### src/hbspwm_regs.vh
// Register map, field positions and reset values for the H-bridge PWM pair
`ifndef HBSPWM_REGS_VH
`define HBSPWM_REGS_VH
// Register offsets (byte addresses, one word each)
`define HBSPWM_MASTER_CONTROL_REG 8'h00
`define HBSPWM_OUTPUT_ENABLE_REG 8'h04
`define HBSPWM_IRQ_STATUS_REG 8'h08
`define HBSPWM_IRQ_DMA_ENABLE_REG 8'h0c
`define HBSPWM_UNIT_B_BASE 8'h20
`define HBSPWM_UNIT_C_BASE 8'h40
// Offsets inside a unit window
`define HBSPWM_UNIT_CONTROL_REG 8'h00
`define HBSPWM_PERIOD_RELOAD_REG 8'h04
`define HBSPWM_COMPARE_A_VALUE 8'h08
`define HBSPWM_COMPARE_B_VALUE 8'h0c
`define HBSPWM_DEADTIME_REG 8'h10
// Master control fields
`define HBSPWM_UNIT_B_COUNT_ENABLE 0
`define HBSPWM_UNIT_C_COUNT_ENABLE 1
`define HBSPWM_UNIT_B_SOFT_UPDATE 2
`define HBSPWM_UNIT_C_SOFT_UPDATE 3
// Output enable fields
`define HBSPWM_UNIT_B_OUT_A_ENABLE 0
`define HBSPWM_UNIT_B_OUT_B_ENABLE 1
`define HBSPWM_UNIT_C_OUT_A_ENABLE 2
`define HBSPWM_UNIT_C_OUT_B_ENABLE 3
// Interrupt status / enable fields (reset events)
`define HBSPWM_UNIT_B_RESET_IRQ 0
`define HBSPWM_UNIT_C_RESET_IRQ 1
// Unit control fields
`define HBSPWM_CONTINUOUS_SELECT 0
`define HBSPWM_SHADOW_ENABLE 1
`define HBSPWM_UPDATE_ON_COUNTER_RESET 2
`define HBSPWM_DEADTIME_ENABLE 3
// Dead-time register fields
`define HBSPWM_RISING_DT_LSB 0
`define HBSPWM_FALLING_DT_LSB 16
// Reset values
`define HBSPWM_PERIOD_RESET 16'hffff
`define HBSPWM_COMPARE_RESET 16'h0000
`define HBSPWM_UNIT_CONTROL_RESET 4'h1
`define HBSPWM_DEADTIME_RESET 9'h000
`endif

### src/hbspwm_unit.v
// One timer unit: counter, shadowed compares, set/clear output, dead-time pair
`timescale 1ns/1ns
`include "hbspwm_regs.vh"
module hbspwm_unit #(
   parameter WIDTH = 16,
   parameter DT_WIDTH = 9
) (
   // Clock and reset
   input wire i_clock,
   input wire i_rst_b,
   // Control
   input wire i_count_enable,
   input wire i_soft_update,
   input wire i_continuous_select,
   input wire i_shadow_enable,
   input wire i_update_on_counter_reset,
   input wire i_deadtime_enable,
   input wire [DT_WIDTH-1:0] i_rising_deadtime_count,
   input wire [DT_WIDTH-1:0] i_falling_deadtime_count,
   // Shadow register writes
   input wire i_period_write,
   input wire i_compare_a_write,
   input wire i_compare_b_write,
   input wire [WIDTH-1:0] i_write_data,
   // Status and outputs
   output reg [WIDTH-1:0] o_counter,
   output reg [WIDTH-1:0] o_period_shadow,
   output reg [WIDTH-1:0] o_compare_a_shadow,
   output reg [WIDTH-1:0] o_compare_b_shadow,
   output wire o_counter_reset,
   output reg o_output_primary,
   output reg o_output_complement
);
   reg [WIDTH-1:0] period_active;
   reg [WIDTH-1:0] compare_a_active;
   reg [WIDTH-1:0] compare_b_active;
   reg [DT_WIDTH-1:0] dt_count;
   reg ref_level;
   reg ref_last;
   wire update_event;

   assign o_counter_reset = i_count_enable && (o_counter == period_active);
   assign update_event = i_soft_update || (i_update_on_counter_reset && o_counter_reset);

   // continuous count; one-shot holds at period when not continuous
   always @(posedge i_clock) begin
      if (!i_rst_b) begin
         o_counter <= {WIDTH{1'b0}};
      end else if (!i_count_enable) begin
         o_counter <= o_counter;
      end else if (o_counter_reset) begin
         if (i_continuous_select) begin
            o_counter <= {WIDTH{1'b0}};
         end
      end else begin
         o_counter <= o_counter + {{(WIDTH-1){1'b0}}, 1'b1};
      end
   end

   always @(posedge i_clock) begin
      if (!i_rst_b) begin
         o_period_shadow <= `HBSPWM_PERIOD_RESET;
         o_compare_a_shadow <= `HBSPWM_COMPARE_RESET;
         o_compare_b_shadow <= `HBSPWM_COMPARE_RESET;
      end else begin
         if (i_period_write) o_period_shadow <= i_write_data;
         if (i_compare_a_write) o_compare_a_shadow <= i_write_data;
         if (i_compare_b_write) o_compare_b_shadow <= i_write_data;
      end
   end

   // active load; without shadowing writes go straight through
   always @(posedge i_clock) begin
      if (!i_rst_b) begin
         period_active <= `HBSPWM_PERIOD_RESET;
         compare_a_active <= `HBSPWM_COMPARE_RESET;
         compare_b_active <= `HBSPWM_COMPARE_RESET;
      end else if (!i_shadow_enable) begin
         if (i_period_write) period_active <= i_write_data;
         if (i_compare_a_write) compare_a_active <= i_write_data;
         if (i_compare_b_write) compare_b_active <= i_write_data;
      end else if (update_event) begin
         period_active <= o_period_shadow;
         compare_a_active <= o_compare_a_shadow;
         compare_b_active <= o_compare_b_shadow;
      end
   end

   // Reference waveform; clear wins if both compares equal
   always @(posedge i_clock) begin
      if (!i_rst_b) begin
         ref_level <= 1'b0;
      end else if (i_count_enable) begin
         if (o_counter == compare_b_active) begin
            ref_level <= 1'b0;
         end else if (o_counter == compare_a_active) begin
            ref_level <= 1'b1;
         end
      end
   end

   // dead-time counter restarts on every reference edge
   always @(posedge i_clock) begin
      if (!i_rst_b) begin
         ref_last <= 1'b0;
         dt_count <= {DT_WIDTH{1'b0}};
      end else begin
         ref_last <= ref_level;
         if (ref_level != ref_last) begin
            dt_count <= ref_level ? i_rising_deadtime_count : i_falling_deadtime_count;
         end else if (dt_count != {DT_WIDTH{1'b0}}) begin
            dt_count <= dt_count - {{(DT_WIDTH-1){1'b0}}, 1'b1};
         end
      end
   end

   // complement pair with gap; both idle inside the dead band
   always @(posedge i_clock) begin
      if (!i_rst_b) begin
         o_output_primary <= 1'b0;
         o_output_complement <= 1'b0;
      end else if (!i_deadtime_enable) begin
         o_output_primary <= ref_level;
         o_output_complement <= 1'b0;
      end else if ((ref_level != ref_last) || (dt_count != {DT_WIDTH{1'b0}})) begin
         o_output_primary <= 1'b0;
         o_output_complement <= 1'b0;
      end else begin
         o_output_primary <= ref_level;
         o_output_complement <= ~ref_level;
      end
   end
endmodule // hbspwm_unit

### src/hbspwm_pair.v
// Top of the H-bridge unipolar PWM pair: register port, two units, enables, interrupt
`timescale 1ns/1ns
`include "hbspwm_regs.vh"
module hbspwm_pair #(
   parameter WIDTH = 16,
   parameter DT_WIDTH = 9
) (
   // Clock and reset
   input wire i_clock,
   input wire i_rst_b,
   // Register port
   input wire [7:0] i_addr,
   input wire [31:0] i_wdata,
   input wire i_write,
   input wire i_read,
   output reg [31:0] o_rdata,
   // Gate driver pins
   output wire o_unit_b_output_primary,
   output wire o_unit_b_output_complement,
   output wire o_unit_c_output_primary,
   output wire o_unit_c_output_complement,
   output wire o_unit_b_output_primary_oe_b,
   output wire o_unit_b_output_complement_oe_b,
   output wire o_unit_c_output_primary_oe_b,
   output wire o_unit_c_output_complement_oe_b,
   // Interrupt
   output wire o_unit_b_irq_line
);
   reg [1:0] count_enable;
   reg [3:0] output_enable_reg;
   reg [1:0] irq_status;
   reg [1:0] irq_dma_enable_reg;
   reg [3:0] unit_control_reg_b;
   reg [3:0] unit_control_reg_c;
   reg [DT_WIDTH-1:0] rising_deadtime_count_b;
   reg [DT_WIDTH-1:0] falling_deadtime_count_b;
   reg [DT_WIDTH-1:0] rising_deadtime_count_c;
   reg [DT_WIDTH-1:0] falling_deadtime_count_c;
   reg [31:0] next_rdata;
   wire master_write;
   wire [1:0] soft_update;
   wire [1:0] counter_reset;
   wire [WIDTH-1:0] counter_b;
   wire [WIDTH-1:0] counter_c;
   wire [WIDTH-1:0] period_b;
   wire [WIDTH-1:0] period_c;
   wire [WIDTH-1:0] cmp_a_b;
   wire [WIDTH-1:0] cmp_a_c;
   wire [WIDTH-1:0] cmp_b_b;
   wire [WIDTH-1:0] cmp_b_c;
   wire [3:0] raw_out;
   wire b_sel;
   wire c_sel;
   wire [7:0] unit_off;

   // Unit window decode
   assign b_sel = (i_addr & 8'he0) == `HBSPWM_UNIT_B_BASE;
   assign c_sel = (i_addr & 8'he0) == `HBSPWM_UNIT_C_BASE;
   assign unit_off = i_addr & 8'h1f;
   assign master_write = i_write && (i_addr == `HBSPWM_MASTER_CONTROL_REG);
   // soft update bits are self-clearing pulses
   assign soft_update[0] = master_write && i_wdata[`HBSPWM_UNIT_B_SOFT_UPDATE];
   assign soft_update[1] = master_write && i_wdata[`HBSPWM_UNIT_C_SOFT_UPDATE];

   // Control register writes
   always @(posedge i_clock) begin
      if (!i_rst_b) begin
         count_enable <= 2'h0;
         output_enable_reg <= 4'h0;
         irq_dma_enable_reg <= 2'h0;
         unit_control_reg_b <= `HBSPWM_UNIT_CONTROL_RESET;
         unit_control_reg_c <= `HBSPWM_UNIT_CONTROL_RESET;
         rising_deadtime_count_b <= `HBSPWM_DEADTIME_RESET;
         falling_deadtime_count_b <= `HBSPWM_DEADTIME_RESET;
         rising_deadtime_count_c <= `HBSPWM_DEADTIME_RESET;
         falling_deadtime_count_c <= `HBSPWM_DEADTIME_RESET;
      end else if (i_write) begin
         if (i_addr == `HBSPWM_MASTER_CONTROL_REG) begin
            count_enable[0] <= i_wdata[`HBSPWM_UNIT_B_COUNT_ENABLE];
            count_enable[1] <= i_wdata[`HBSPWM_UNIT_C_COUNT_ENABLE];
         end else if (i_addr == `HBSPWM_OUTPUT_ENABLE_REG) begin
            output_enable_reg <= i_wdata[3:0];
         end else if (i_addr == `HBSPWM_IRQ_DMA_ENABLE_REG) begin
            irq_dma_enable_reg <= i_wdata[1:0];
         end else if (b_sel && unit_off == `HBSPWM_UNIT_CONTROL_REG) begin
            unit_control_reg_b <= i_wdata[3:0];
         end else if (c_sel && unit_off == `HBSPWM_UNIT_CONTROL_REG) begin
            unit_control_reg_c <= i_wdata[3:0];
         end else if (b_sel && unit_off == `HBSPWM_DEADTIME_REG) begin
            rising_deadtime_count_b <= i_wdata[`HBSPWM_RISING_DT_LSB +: DT_WIDTH];
            falling_deadtime_count_b <= i_wdata[`HBSPWM_FALLING_DT_LSB +: DT_WIDTH];
         end else if (c_sel && unit_off == `HBSPWM_DEADTIME_REG) begin
            rising_deadtime_count_c <= i_wdata[`HBSPWM_RISING_DT_LSB +: DT_WIDTH];
            falling_deadtime_count_c <= i_wdata[`HBSPWM_FALLING_DT_LSB +: DT_WIDTH];
         end
      end
   end

   // sticky reset events, write one to clear, set wins
   always @(posedge i_clock) begin
      if (!i_rst_b) begin
         irq_status <= 2'h0;
      end else if (i_write && i_addr == `HBSPWM_IRQ_STATUS_REG) begin
         irq_status <= (irq_status & ~i_wdata[1:0]) | counter_reset;
      end else begin
         irq_status <= irq_status | counter_reset;
      end
   end

   assign o_unit_b_irq_line = |(irq_status & irq_dma_enable_reg);

   // Read mux; unmapped addresses read zero
   always @* begin
      next_rdata = 32'h0000_0000;
      if (i_addr == `HBSPWM_MASTER_CONTROL_REG) begin
         next_rdata[1:0] = count_enable;
      end else if (i_addr == `HBSPWM_OUTPUT_ENABLE_REG) begin
         next_rdata[3:0] = output_enable_reg;
      end else if (i_addr == `HBSPWM_IRQ_STATUS_REG) begin
         next_rdata[1:0] = irq_status;
      end else if (i_addr == `HBSPWM_IRQ_DMA_ENABLE_REG) begin
         next_rdata[1:0] = irq_dma_enable_reg;
      end else if (b_sel || c_sel) begin
         if (unit_off == `HBSPWM_UNIT_CONTROL_REG) begin
            next_rdata[3:0] = b_sel ? unit_control_reg_b : unit_control_reg_c;
            // Live counter in upper half
            next_rdata[16 +: WIDTH] = b_sel ? counter_b : counter_c;
         end else if (unit_off == `HBSPWM_PERIOD_RELOAD_REG) begin
            next_rdata[WIDTH-1:0] = b_sel ? period_b : period_c;
         end else if (unit_off == `HBSPWM_COMPARE_A_VALUE) begin
            next_rdata[WIDTH-1:0] = b_sel ? cmp_a_b : cmp_a_c;
         end else if (unit_off == `HBSPWM_COMPARE_B_VALUE) begin
            next_rdata[WIDTH-1:0] = b_sel ? cmp_b_b : cmp_b_c;
         end else if (unit_off == `HBSPWM_DEADTIME_REG) begin
            next_rdata[`HBSPWM_RISING_DT_LSB +: DT_WIDTH] =
               b_sel ? rising_deadtime_count_b : rising_deadtime_count_c;
            next_rdata[`HBSPWM_FALLING_DT_LSB +: DT_WIDTH] =
               b_sel ? falling_deadtime_count_b : falling_deadtime_count_c;
         end
      end
   end

   // Read data stands one cycle after the strobe only
   always @(posedge i_clock) begin
      if (!i_rst_b) begin
         o_rdata <= 32'h0000_0000;
      end else if (i_read) begin
         o_rdata <= next_rdata;
      end else begin
         o_rdata <= 32'h0000_0000;
      end
   end

   // Unit B: fast leg in the positive half line
   hbspwm_unit #(.WIDTH(WIDTH), .DT_WIDTH(DT_WIDTH)) u_timer_unit_b (
      .i_clock(i_clock),
      .i_rst_b(i_rst_b),
      .i_count_enable(count_enable[0]),
      .i_soft_update(soft_update[0]),
      .i_continuous_select(unit_control_reg_b[`HBSPWM_CONTINUOUS_SELECT]),
      .i_shadow_enable(unit_control_reg_b[`HBSPWM_SHADOW_ENABLE]),
      .i_update_on_counter_reset(unit_control_reg_b[`HBSPWM_UPDATE_ON_COUNTER_RESET]),
      .i_deadtime_enable(unit_control_reg_b[`HBSPWM_DEADTIME_ENABLE]),
      .i_rising_deadtime_count(rising_deadtime_count_b),
      .i_falling_deadtime_count(falling_deadtime_count_b),
      .i_period_write(i_write && b_sel && unit_off == `HBSPWM_PERIOD_RELOAD_REG),
      .i_compare_a_write(i_write && b_sel && unit_off == `HBSPWM_COMPARE_A_VALUE),
      .i_compare_b_write(i_write && b_sel && unit_off == `HBSPWM_COMPARE_B_VALUE),
      .i_write_data(i_wdata[WIDTH-1:0]),
      .o_counter(counter_b),
      .o_period_shadow(period_b),
      .o_compare_a_shadow(cmp_a_b),
      .o_compare_b_shadow(cmp_b_b),
      .o_counter_reset(counter_reset[0]),
      .o_output_primary(raw_out[0]),
      .o_output_complement(raw_out[1])
   );

   // Unit C: fast leg in the negative half line
   hbspwm_unit #(.WIDTH(WIDTH), .DT_WIDTH(DT_WIDTH)) u_timer_unit_c (
      .i_clock(i_clock),
      .i_rst_b(i_rst_b),
      .i_count_enable(count_enable[1]),
      .i_soft_update(soft_update[1]),
      .i_continuous_select(unit_control_reg_c[`HBSPWM_CONTINUOUS_SELECT]),
      .i_shadow_enable(unit_control_reg_c[`HBSPWM_SHADOW_ENABLE]),
      .i_update_on_counter_reset(unit_control_reg_c[`HBSPWM_UPDATE_ON_COUNTER_RESET]),
      .i_deadtime_enable(unit_control_reg_c[`HBSPWM_DEADTIME_ENABLE]),
      .i_rising_deadtime_count(rising_deadtime_count_c),
      .i_falling_deadtime_count(falling_deadtime_count_c),
      .i_period_write(i_write && c_sel && unit_off == `HBSPWM_PERIOD_RELOAD_REG),
      .i_compare_a_write(i_write && c_sel && unit_off == `HBSPWM_COMPARE_A_VALUE),
      .i_compare_b_write(i_write && c_sel && unit_off == `HBSPWM_COMPARE_B_VALUE),
      .i_write_data(i_wdata[WIDTH-1:0]),
      .o_counter(counter_c),
      .o_period_shadow(period_c),
      .o_compare_a_shadow(cmp_a_c),
      .o_compare_b_shadow(cmp_b_c),
      .o_counter_reset(counter_reset[1]),
      .o_output_primary(raw_out[2]),
      .o_output_complement(raw_out[3])
   );

   // pins driven only when enabled; disabled pins float and read low
   assign o_unit_b_output_primary = raw_out[0] & output_enable_reg[`HBSPWM_UNIT_B_OUT_A_ENABLE];
   assign o_unit_b_output_complement = raw_out[1] & output_enable_reg[`HBSPWM_UNIT_B_OUT_B_ENABLE];
   assign o_unit_c_output_primary = raw_out[2] & output_enable_reg[`HBSPWM_UNIT_C_OUT_A_ENABLE];
   assign o_unit_c_output_complement = raw_out[3] & output_enable_reg[`HBSPWM_UNIT_C_OUT_B_ENABLE];
   assign o_unit_b_output_primary_oe_b = ~output_enable_reg[`HBSPWM_UNIT_B_OUT_A_ENABLE];
   assign o_unit_b_output_complement_oe_b = ~output_enable_reg[`HBSPWM_UNIT_B_OUT_B_ENABLE];
   assign o_unit_c_output_primary_oe_b = ~output_enable_reg[`HBSPWM_UNIT_C_OUT_A_ENABLE];
   assign o_unit_c_output_complement_oe_b = ~output_enable_reg[`HBSPWM_UNIT_C_OUT_B_ENABLE];
endmodule // hbspwm_pair

### config.mk
export PLATFORM = sky130hd
export DESIGN_NAME = hbspwm_pair
export DESIGN_NICKNAME = d
export VERILOG_FILES = /design/src/hbspwm_unit.v /design/src/hbspwm_pair.v
export VERILOG_INCLUDE_DIRS = /design/src
export SDC_FILE = /design/constraint.sdc
export NUM_CORES = 1
export LEC_CHECK = 0
export ABC_CLOCK_PERIOD_IN_PS = 3140
export BUFFER_PORTS_ARGS = -buffer_cell sky130_fd_sc_hd__buf_2
export CORE_AREA = 2 2 170 172
export DETAILED_ROUTE_END_ITERATION = 7
export DIE_AREA = 0 0 172 174
export GPL_TIMING_DRIVEN = 0
export PLACE_DENSITY_LB_ADDON = 0.2
export RECOVER_POWER = 25
export SLEW_MARGIN = 15
export SYNTH_ARGS = -nofsm -noshare
export SYNTH_HDL_FRONTEND = slang
export SYNTH_HIERARCHICAL = 1
export SYNTH_SLANG_ARGS = --single-unit
### constraint.sdc
create_clock -name i_clock -period 3.14 [get_ports i_clock]
set_input_delay 0 -clock i_clock [delete_from_list [all_inputs] [get_ports i_clock]]
set_output_delay 0 -clock i_clock [all_outputs]
set_load 0.01 [all_outputs]
* Yosys cells after proc, flatten, opt, wreduce, memory -nomap -nowiden
Index checks and enable logic that the tools add are counted.
Cells by class: add/sub/neg operators 4, multiply operators 0, div/mod/pow operators 0, $lt $le $gt $ge 0, equality and inequality tests 21, shift-type cells 0, muxes and demuxes 68, bitwise gates (word level) 27, reductions and logical operators 64
Operator list (count):
- 16-bit 2-to-1 mux | 34
- 9-bit 2-to-1 mux | 15
- 16-bit equality test | 6
- 16-bit by 1-bit adder with 16-bit output (second input constant) | 2
- 2-bit AND reduction | 12
- 1-bit logical AND | 20
- 2-bit nonzero test | 10
- 1-bit NOT | 18
- 9-bit nonzero test | 2
- 9-bit by 1-bit subtractor with 9-bit output (second input constant) | 2
- 8-bit by 4-bit equality test with 1-bit output (second input constant) | 2
- 8-bit logical NOT | 2
- 4-bit 2-to-1 mux | 4
- 8-bit OR reduction | 2
- 2-bit 2-to-1 mux | 6
- 5-bit by 4-bit equality test with 1-bit output (second input constant) | 2
- 3-bit OR reduction | 3
- 8-bit by 3-bit equality test with 1-bit output (second input constant) | 1
- 1-bit 2-to-1 mux | 8
- 8-bit AND reduction | 1
- 7-bit 2-to-1 mux | 1
- 7-bit AND reduction | 1
- 7-bit OR reduction | 1
- 6-bit AND reduction | 1
- 16 further kinds | 28
Storage, ports and cells: flip-flop bits (word level) 336, bits in latches 0, memory bits (writable) 0, bits in read-only memories 0, input port bits 44, output and inout port bits 41, word-level logic and storage cells 223, memories 0

* Depth between registers and ports, before layout
depth in word-level cells 18, mapped depth 13, depth with buffers taken out 9

* By module
Netlist, hierarchy kept.
Modules (own cells, without submodules):
- hbspwm_unit | instances 2, cells an instance 686, area an instance 6038.3 um2, seq. area each 2502.4 um2
- hbspwm_pair | instances 1, cells an instance 599, area an instance 4494.3 um2, seq. area each 1721.7 um2

* Worst setup path after synthesis
No wires, ideal clock.
kind input to register, start point input port i_addr[2], end point register u_timer_unit_c.period_active[5], setup time 0.133 ns, arrival time 2.209 ns, setup slack 0.798 ns, cell stages on the path 13, buffers on the path 5, cells stage by stage buf_2 > nor2b_1 > nand2_1 > clkbuf_1 > buf_2 > nor2_1 > clkbuf_1 > inv_1 > o21ai_0 > a41oi_2 > buf_4 > a2111oi_2 > a31oi_1
On the way: cells in the longest elaborated chain, start to end 6, elaborated cells on any way between the ends 9, those cells by class eq/ne: 2; reduce/logical: 7
Ends and longest elaborated chain:
- from (decl) | line hbspwm_pair.v:12 | input wire [7:0] i_addr,
- 8-bit logical NOT (no source line)
- 1-bit logical AND | line hbspwm_pair.v:60 | assign master_write = i_write && (i_addr == `HBSPWM_MASTER_CONTROL_REG);
- 1-bit logical AND | line hbspwm_pair.v:63 | assign soft_update[1] = master_write && i_wdata[`HBSPWM_UNIT_C_SOFT_UPDATE];
- 1-bit logical OR | line hbspwm_unit.v:43 | assign update_event = i_soft_update || (i_update_on_counter_reset && o_counter_reset);
- 2-bit by 1-bit != test with 1-bit output (no source line)
- 2-bit AND reduction (no source line) *
- to (signal assigned) | line hbspwm_unit.v:75 | period_active <= `HBSPWM_PERIOD_RESET;
- to (signal assigned) | line hbspwm_unit.v:79 | if (i_period_write) period_active <= i_write_data;
- to (signal assigned) | line hbspwm_unit.v:83 | period_active <= o_period_shadow;
- to (decl) | line hbspwm_unit.v:34 | reg [WIDTH-1:0] period_active;
Mark *: on every way between the ends. The rest lies on a longest branch, timed or not. A chain may end at the register's enable or synchronous reset.

* Worst setup path in the final report
start point register u_timer_unit_b.o_counter[1], end point register u_timer_unit_b.period_active[7]
On the way: cells in the longest elaborated chain, start to end 6
Ends and longest elaborated chain:
- from (decl) | line hbspwm_unit.v:26 | output reg [WIDTH-1:0] o_counter,
- from (signal assigned) | line hbspwm_unit.v:48 | o_counter <= {WIDTH{1'b0}};
- from (signal assigned) | line hbspwm_unit.v:50 | o_counter <= o_counter;
- from (signal assigned) | line hbspwm_unit.v:53 | o_counter <= {WIDTH{1'b0}};
- 16-bit equality test | line hbspwm_unit.v:42 | assign o_counter_reset = i_count_enable && (o_counter == period_active);
- 1-bit logical AND | line hbspwm_unit.v:42
- 1-bit logical AND | line hbspwm_unit.v:43
- 1-bit logical OR | line hbspwm_unit.v:43
- 2-bit by 1-bit != test with 1-bit output (no source line)
- 2-bit AND reduction (no source line)
- to (signal assigned) | line hbspwm_unit.v:75
- to (signal assigned) | line hbspwm_unit.v:79
- to (signal assigned) | line hbspwm_unit.v:83
- to (decl) | line hbspwm_unit.v:34
Every way passes these cells.

==> results.yml <==
grt:
  grt_pass1_vias: 14700
  grt_overflow: 0
  busiest_layer: "met2"
  grt_max_degree: 14
  antenna_found_initial: 2
  grt_use_met2: 0.586
  met3_usage: 0.0551
  met1_usage: 0.487
  grt_pass1_wl_um: 83400
  track_usage: 0.365
yosys:
  syn_inst: 1971
  synth_edf_count: 0
  synth-seq-cells: 336
  syn-num-nets: 2019
  synthArstFlopShare: 0
  yosys_most_used_dff: "dfxtp_1"
  synth_area_mm2: 0.0166
  yosys_warnings: 6
  synth_cell_type_count: 69
  synth.avg_cell_area_um2: 8.41
  synth-seq-area-share: 0.406
layout:
  drive_gt1_frac: 0.106
  final_cell_mix: "dfxtp_1 (336), nand2_1 (274), nor2_1 (196), a21oi_1 (168), clkbuf_1 (140)"
  n_fill_cell: 2463
  syn_to_final_growth_pct: 14.2
  layout_commonest_cell: "dfxtp_1"
  antennaDiodeCount: 0
  largest-register: "o_rdata"
  fin_area_mm2: 0.0189
  largest_register_ffs: 32
  nets: 2162
setup_path:
  critPathArrivalTime_ns: 3.28
  required_ns: 3.53
  setup.worst_path.start_class: "flip-flop"
  ff2ff_path_depth: 8
  cp-end-kind: "flip-flop"
  critPathKind: "flip-flop to flip-flop"
  crit_fanout: 10
floorplan:
  initial_utilization: 0.587
  coreArea_mm2: 0.0282
  std_cell_rows: 62
  ios: 85
  die_y_um: 174
  die_x_um: 172
  dieArea_mm2: 0.0299
route:
  dr.pass1.iters: 6
  drtIter0Drc: 1593
  drc: 0
  ant_nets: 0
  post_drt_via_cell_ratio: 6.06
  vias: 15300
  wirelength_um: 55100
  detail_route.wl_per_cell_um: 21.8
sta:
  setup_viol_count_final: 0
  fin_skew_ns: 0.0107
  slew_viol_final: 0
  slew_headroom: 0.479
  layout_min_cycle_time_ns: 2.89
  tns_ns: 0
  tightest_slew_ns: 0.782
  finalCritPeriodShare: 0.920
  hold_viol: 0
  grt_setup_unrepaired: "no"
  max_clock_freq_mhz: 346
clocking:
  root_buffer: "clkbuf_16"
  cts_sinks: 336
  cts_tree: "yes"
  cts_inserted_buffers: 37
  path_clk_slew_ns: 0.06
  h-tree-depth: 2
  cts.repair.resized: 0
  clock_latency_ns: 0.52
  cts.path.max_buffers: 3
min_path:
  hold_depth: 5
  hp-class: "input port to flip-flop"
pwr:
  clockPowerShare: 0.449
  ir_worst_vdd_mv: 0.424
  p_leak_nw: 6.32
  intPower_mw: 7.51
  seq_power_share: 0.440
  netSwitchingFraction: 0.252
  power_switching_mw: 2.52
  pwr_density_cell_mw_per_mm2: 530
  p_total_mw: 10.0
  combPwrFrac: 0.111
placement:
  numPortBuffers: 76
  dpl.hpwl_um: 41600
  globalplace.congestion: 0.970
  dpl-instance-area_mm2: 0.0174
job:
  drv_cap: 0
outcome:
  status: "completed"
-- worst paths after layout --
kind / start / to / slack (ns)
worst max-delay path: u_timer_unit_b/o_counter[1]$_SDFFE_PN0P_ / u_timer_unit_b/period_active[7]$_SDFFE_PN1P_ / 0.25
worst min-delay path: i_addr[5] / o_rdata[2]$_SDFF_PP0_ / 0.10
worst max register to register: u_timer_unit_b/o_counter[1]$_SDFFE_PN0P_ / u_timer_unit_b/period_active[7]$_SDFFE_PN1P_ / 0.25
worst min register to register: u_timer_unit_c/o_counter[11]$_SDFFE_PN0P_ / o_rdata[27]$_SDFF_PP0_ / 0.46
-- metal layers --
| layer | vias up | part of all wire |
|---|---|---|
| met4 | 0 | 0.048 |
| met1 | 7310 | 0.42 |
| met5 | - | 0 |
| met3 | 141 | 0.080 |
| li1 | 7100 | - |
| met2 | 748 | 0.46 |
-- Yosys cell counts (5+ instances only) --
cell | number | share of area
buf_1 | 6 | 0.0014
o22ai_1 | 15 | 0.0057
o21ai_1 | 30 | 0.0091
buf_4 | 14 | 0.0063
a211oi_1 | 78 | 0.035
xnor2_1 | 114 | 0.060
a211oi_2 | 30 | 0.023
nor2_1 | 196 | 0.044
nand2_1 | 274 | 0.062
or2_2 | 5 | 0.0019
a21oi_1 | 168 | 0.051
nand3_1 | 21 | 0.0063
or3_1 | 5 | 0.0019
a21boi_0 | 18 | 0.0082
o21ai_0 | 24 | 0.0072
and2_1 | 11 | 0.0042
nor2b_1 | 84 | 0.032
o31a_1 | 12 | 0.0063
o211ai_1 | 10 | 0.0045
nand4_1 | 32 | 0.012
buf_2 | 48 | 0.014
inv_1 | 31 | 0.0070
nand2b_1 | 10 | 0.0038
dfxtp_1 | 336 | 0.41
nor3_1 | 22 | 0.0066
a21boi_1 | 20 | 0.0091
a31oi_1 | 8 | 0.0030
xor2_1 | 9 | 0.0048
mux2i_1 | 136 | 0.082
clkbuf_1 | 95 | 0.022
nor4_1 | 7 | 0.0026
and3_1 | 8 | 0.0030
a22oi_1 | 7 | 0.0032
o21a_1 | 10 | 0.0045
-- power groups by stage --
stage,logic (mW),clock network (mW),registers (mW)
after floorplan,0.777,0,4.49
after CTS,1.09,4.54,4.42
after global placement,1.04,0,4.51
after detailed placement,1.05,0,4.51
final,1.11,4.51,4.42
after global routing,1.22,4.71,4.43
-- metrics by stage --
step                cells  setup slack (ns)  hold slack (ns)   util
floorplan            1971             0.798            0.129      -
global placement     2431          -0.00471            0.281  0.617
detailed placement   2431          -0.00650            0.290  0.617
CTS                  2525             0.351           0.0629  0.672
global route         2525             0.143            0.112  0.670
finish               2525             0.251            0.100  0.670
-- cell families (layout without fill, tap and decap cells) --
logic type,after synthesis,after routing,share of synthesized area
AND/OR/NAND/NOR,704,704,0.197
AO/OA/AOI/OAI,465,465,0.192
flip-flops,336,336,0.406
buffers and inverters,200,370,0.0530
multiplexers,139,139,0.0842
XOR/XNOR,123,123,0.0650
adder cells (fa/ha/maj),4,4,0.00302
-- what timing repair did --
item / in CTS / in global routing
setup buffers: 0 / 0
hold buffers: 28 / 0
endpoints found under the setup margin: 0 / 0
endpoints found under the hold margin: 136 / 0
-- area by class of cell --
type,count,area [um^2],area share
inverter,35,131,0.00694
clock buffer,52,1110,0.0589
sequential,336,6730,0.355
timing repair buffer,104,611,0.0323
buffer,165,746,0.0394
clock inverter,14,158,0.00833
tap,384,480,0.0254
multi-input combinational,1435,8960,0.473
-- critical path, stage by stage, from the launching register on --
cell and delay [ns]:
dfxtp_1 0.42, clkbuf_1 0.40, xnor2_1 0.21, nand4_1 0.18, nor4_4 0.49, a41oi_2 0.29, buf_2 0.27, a211oi_1 0.39
o21ai_1 0.09
Note: power is estimated with default switching activity, not from simulation.
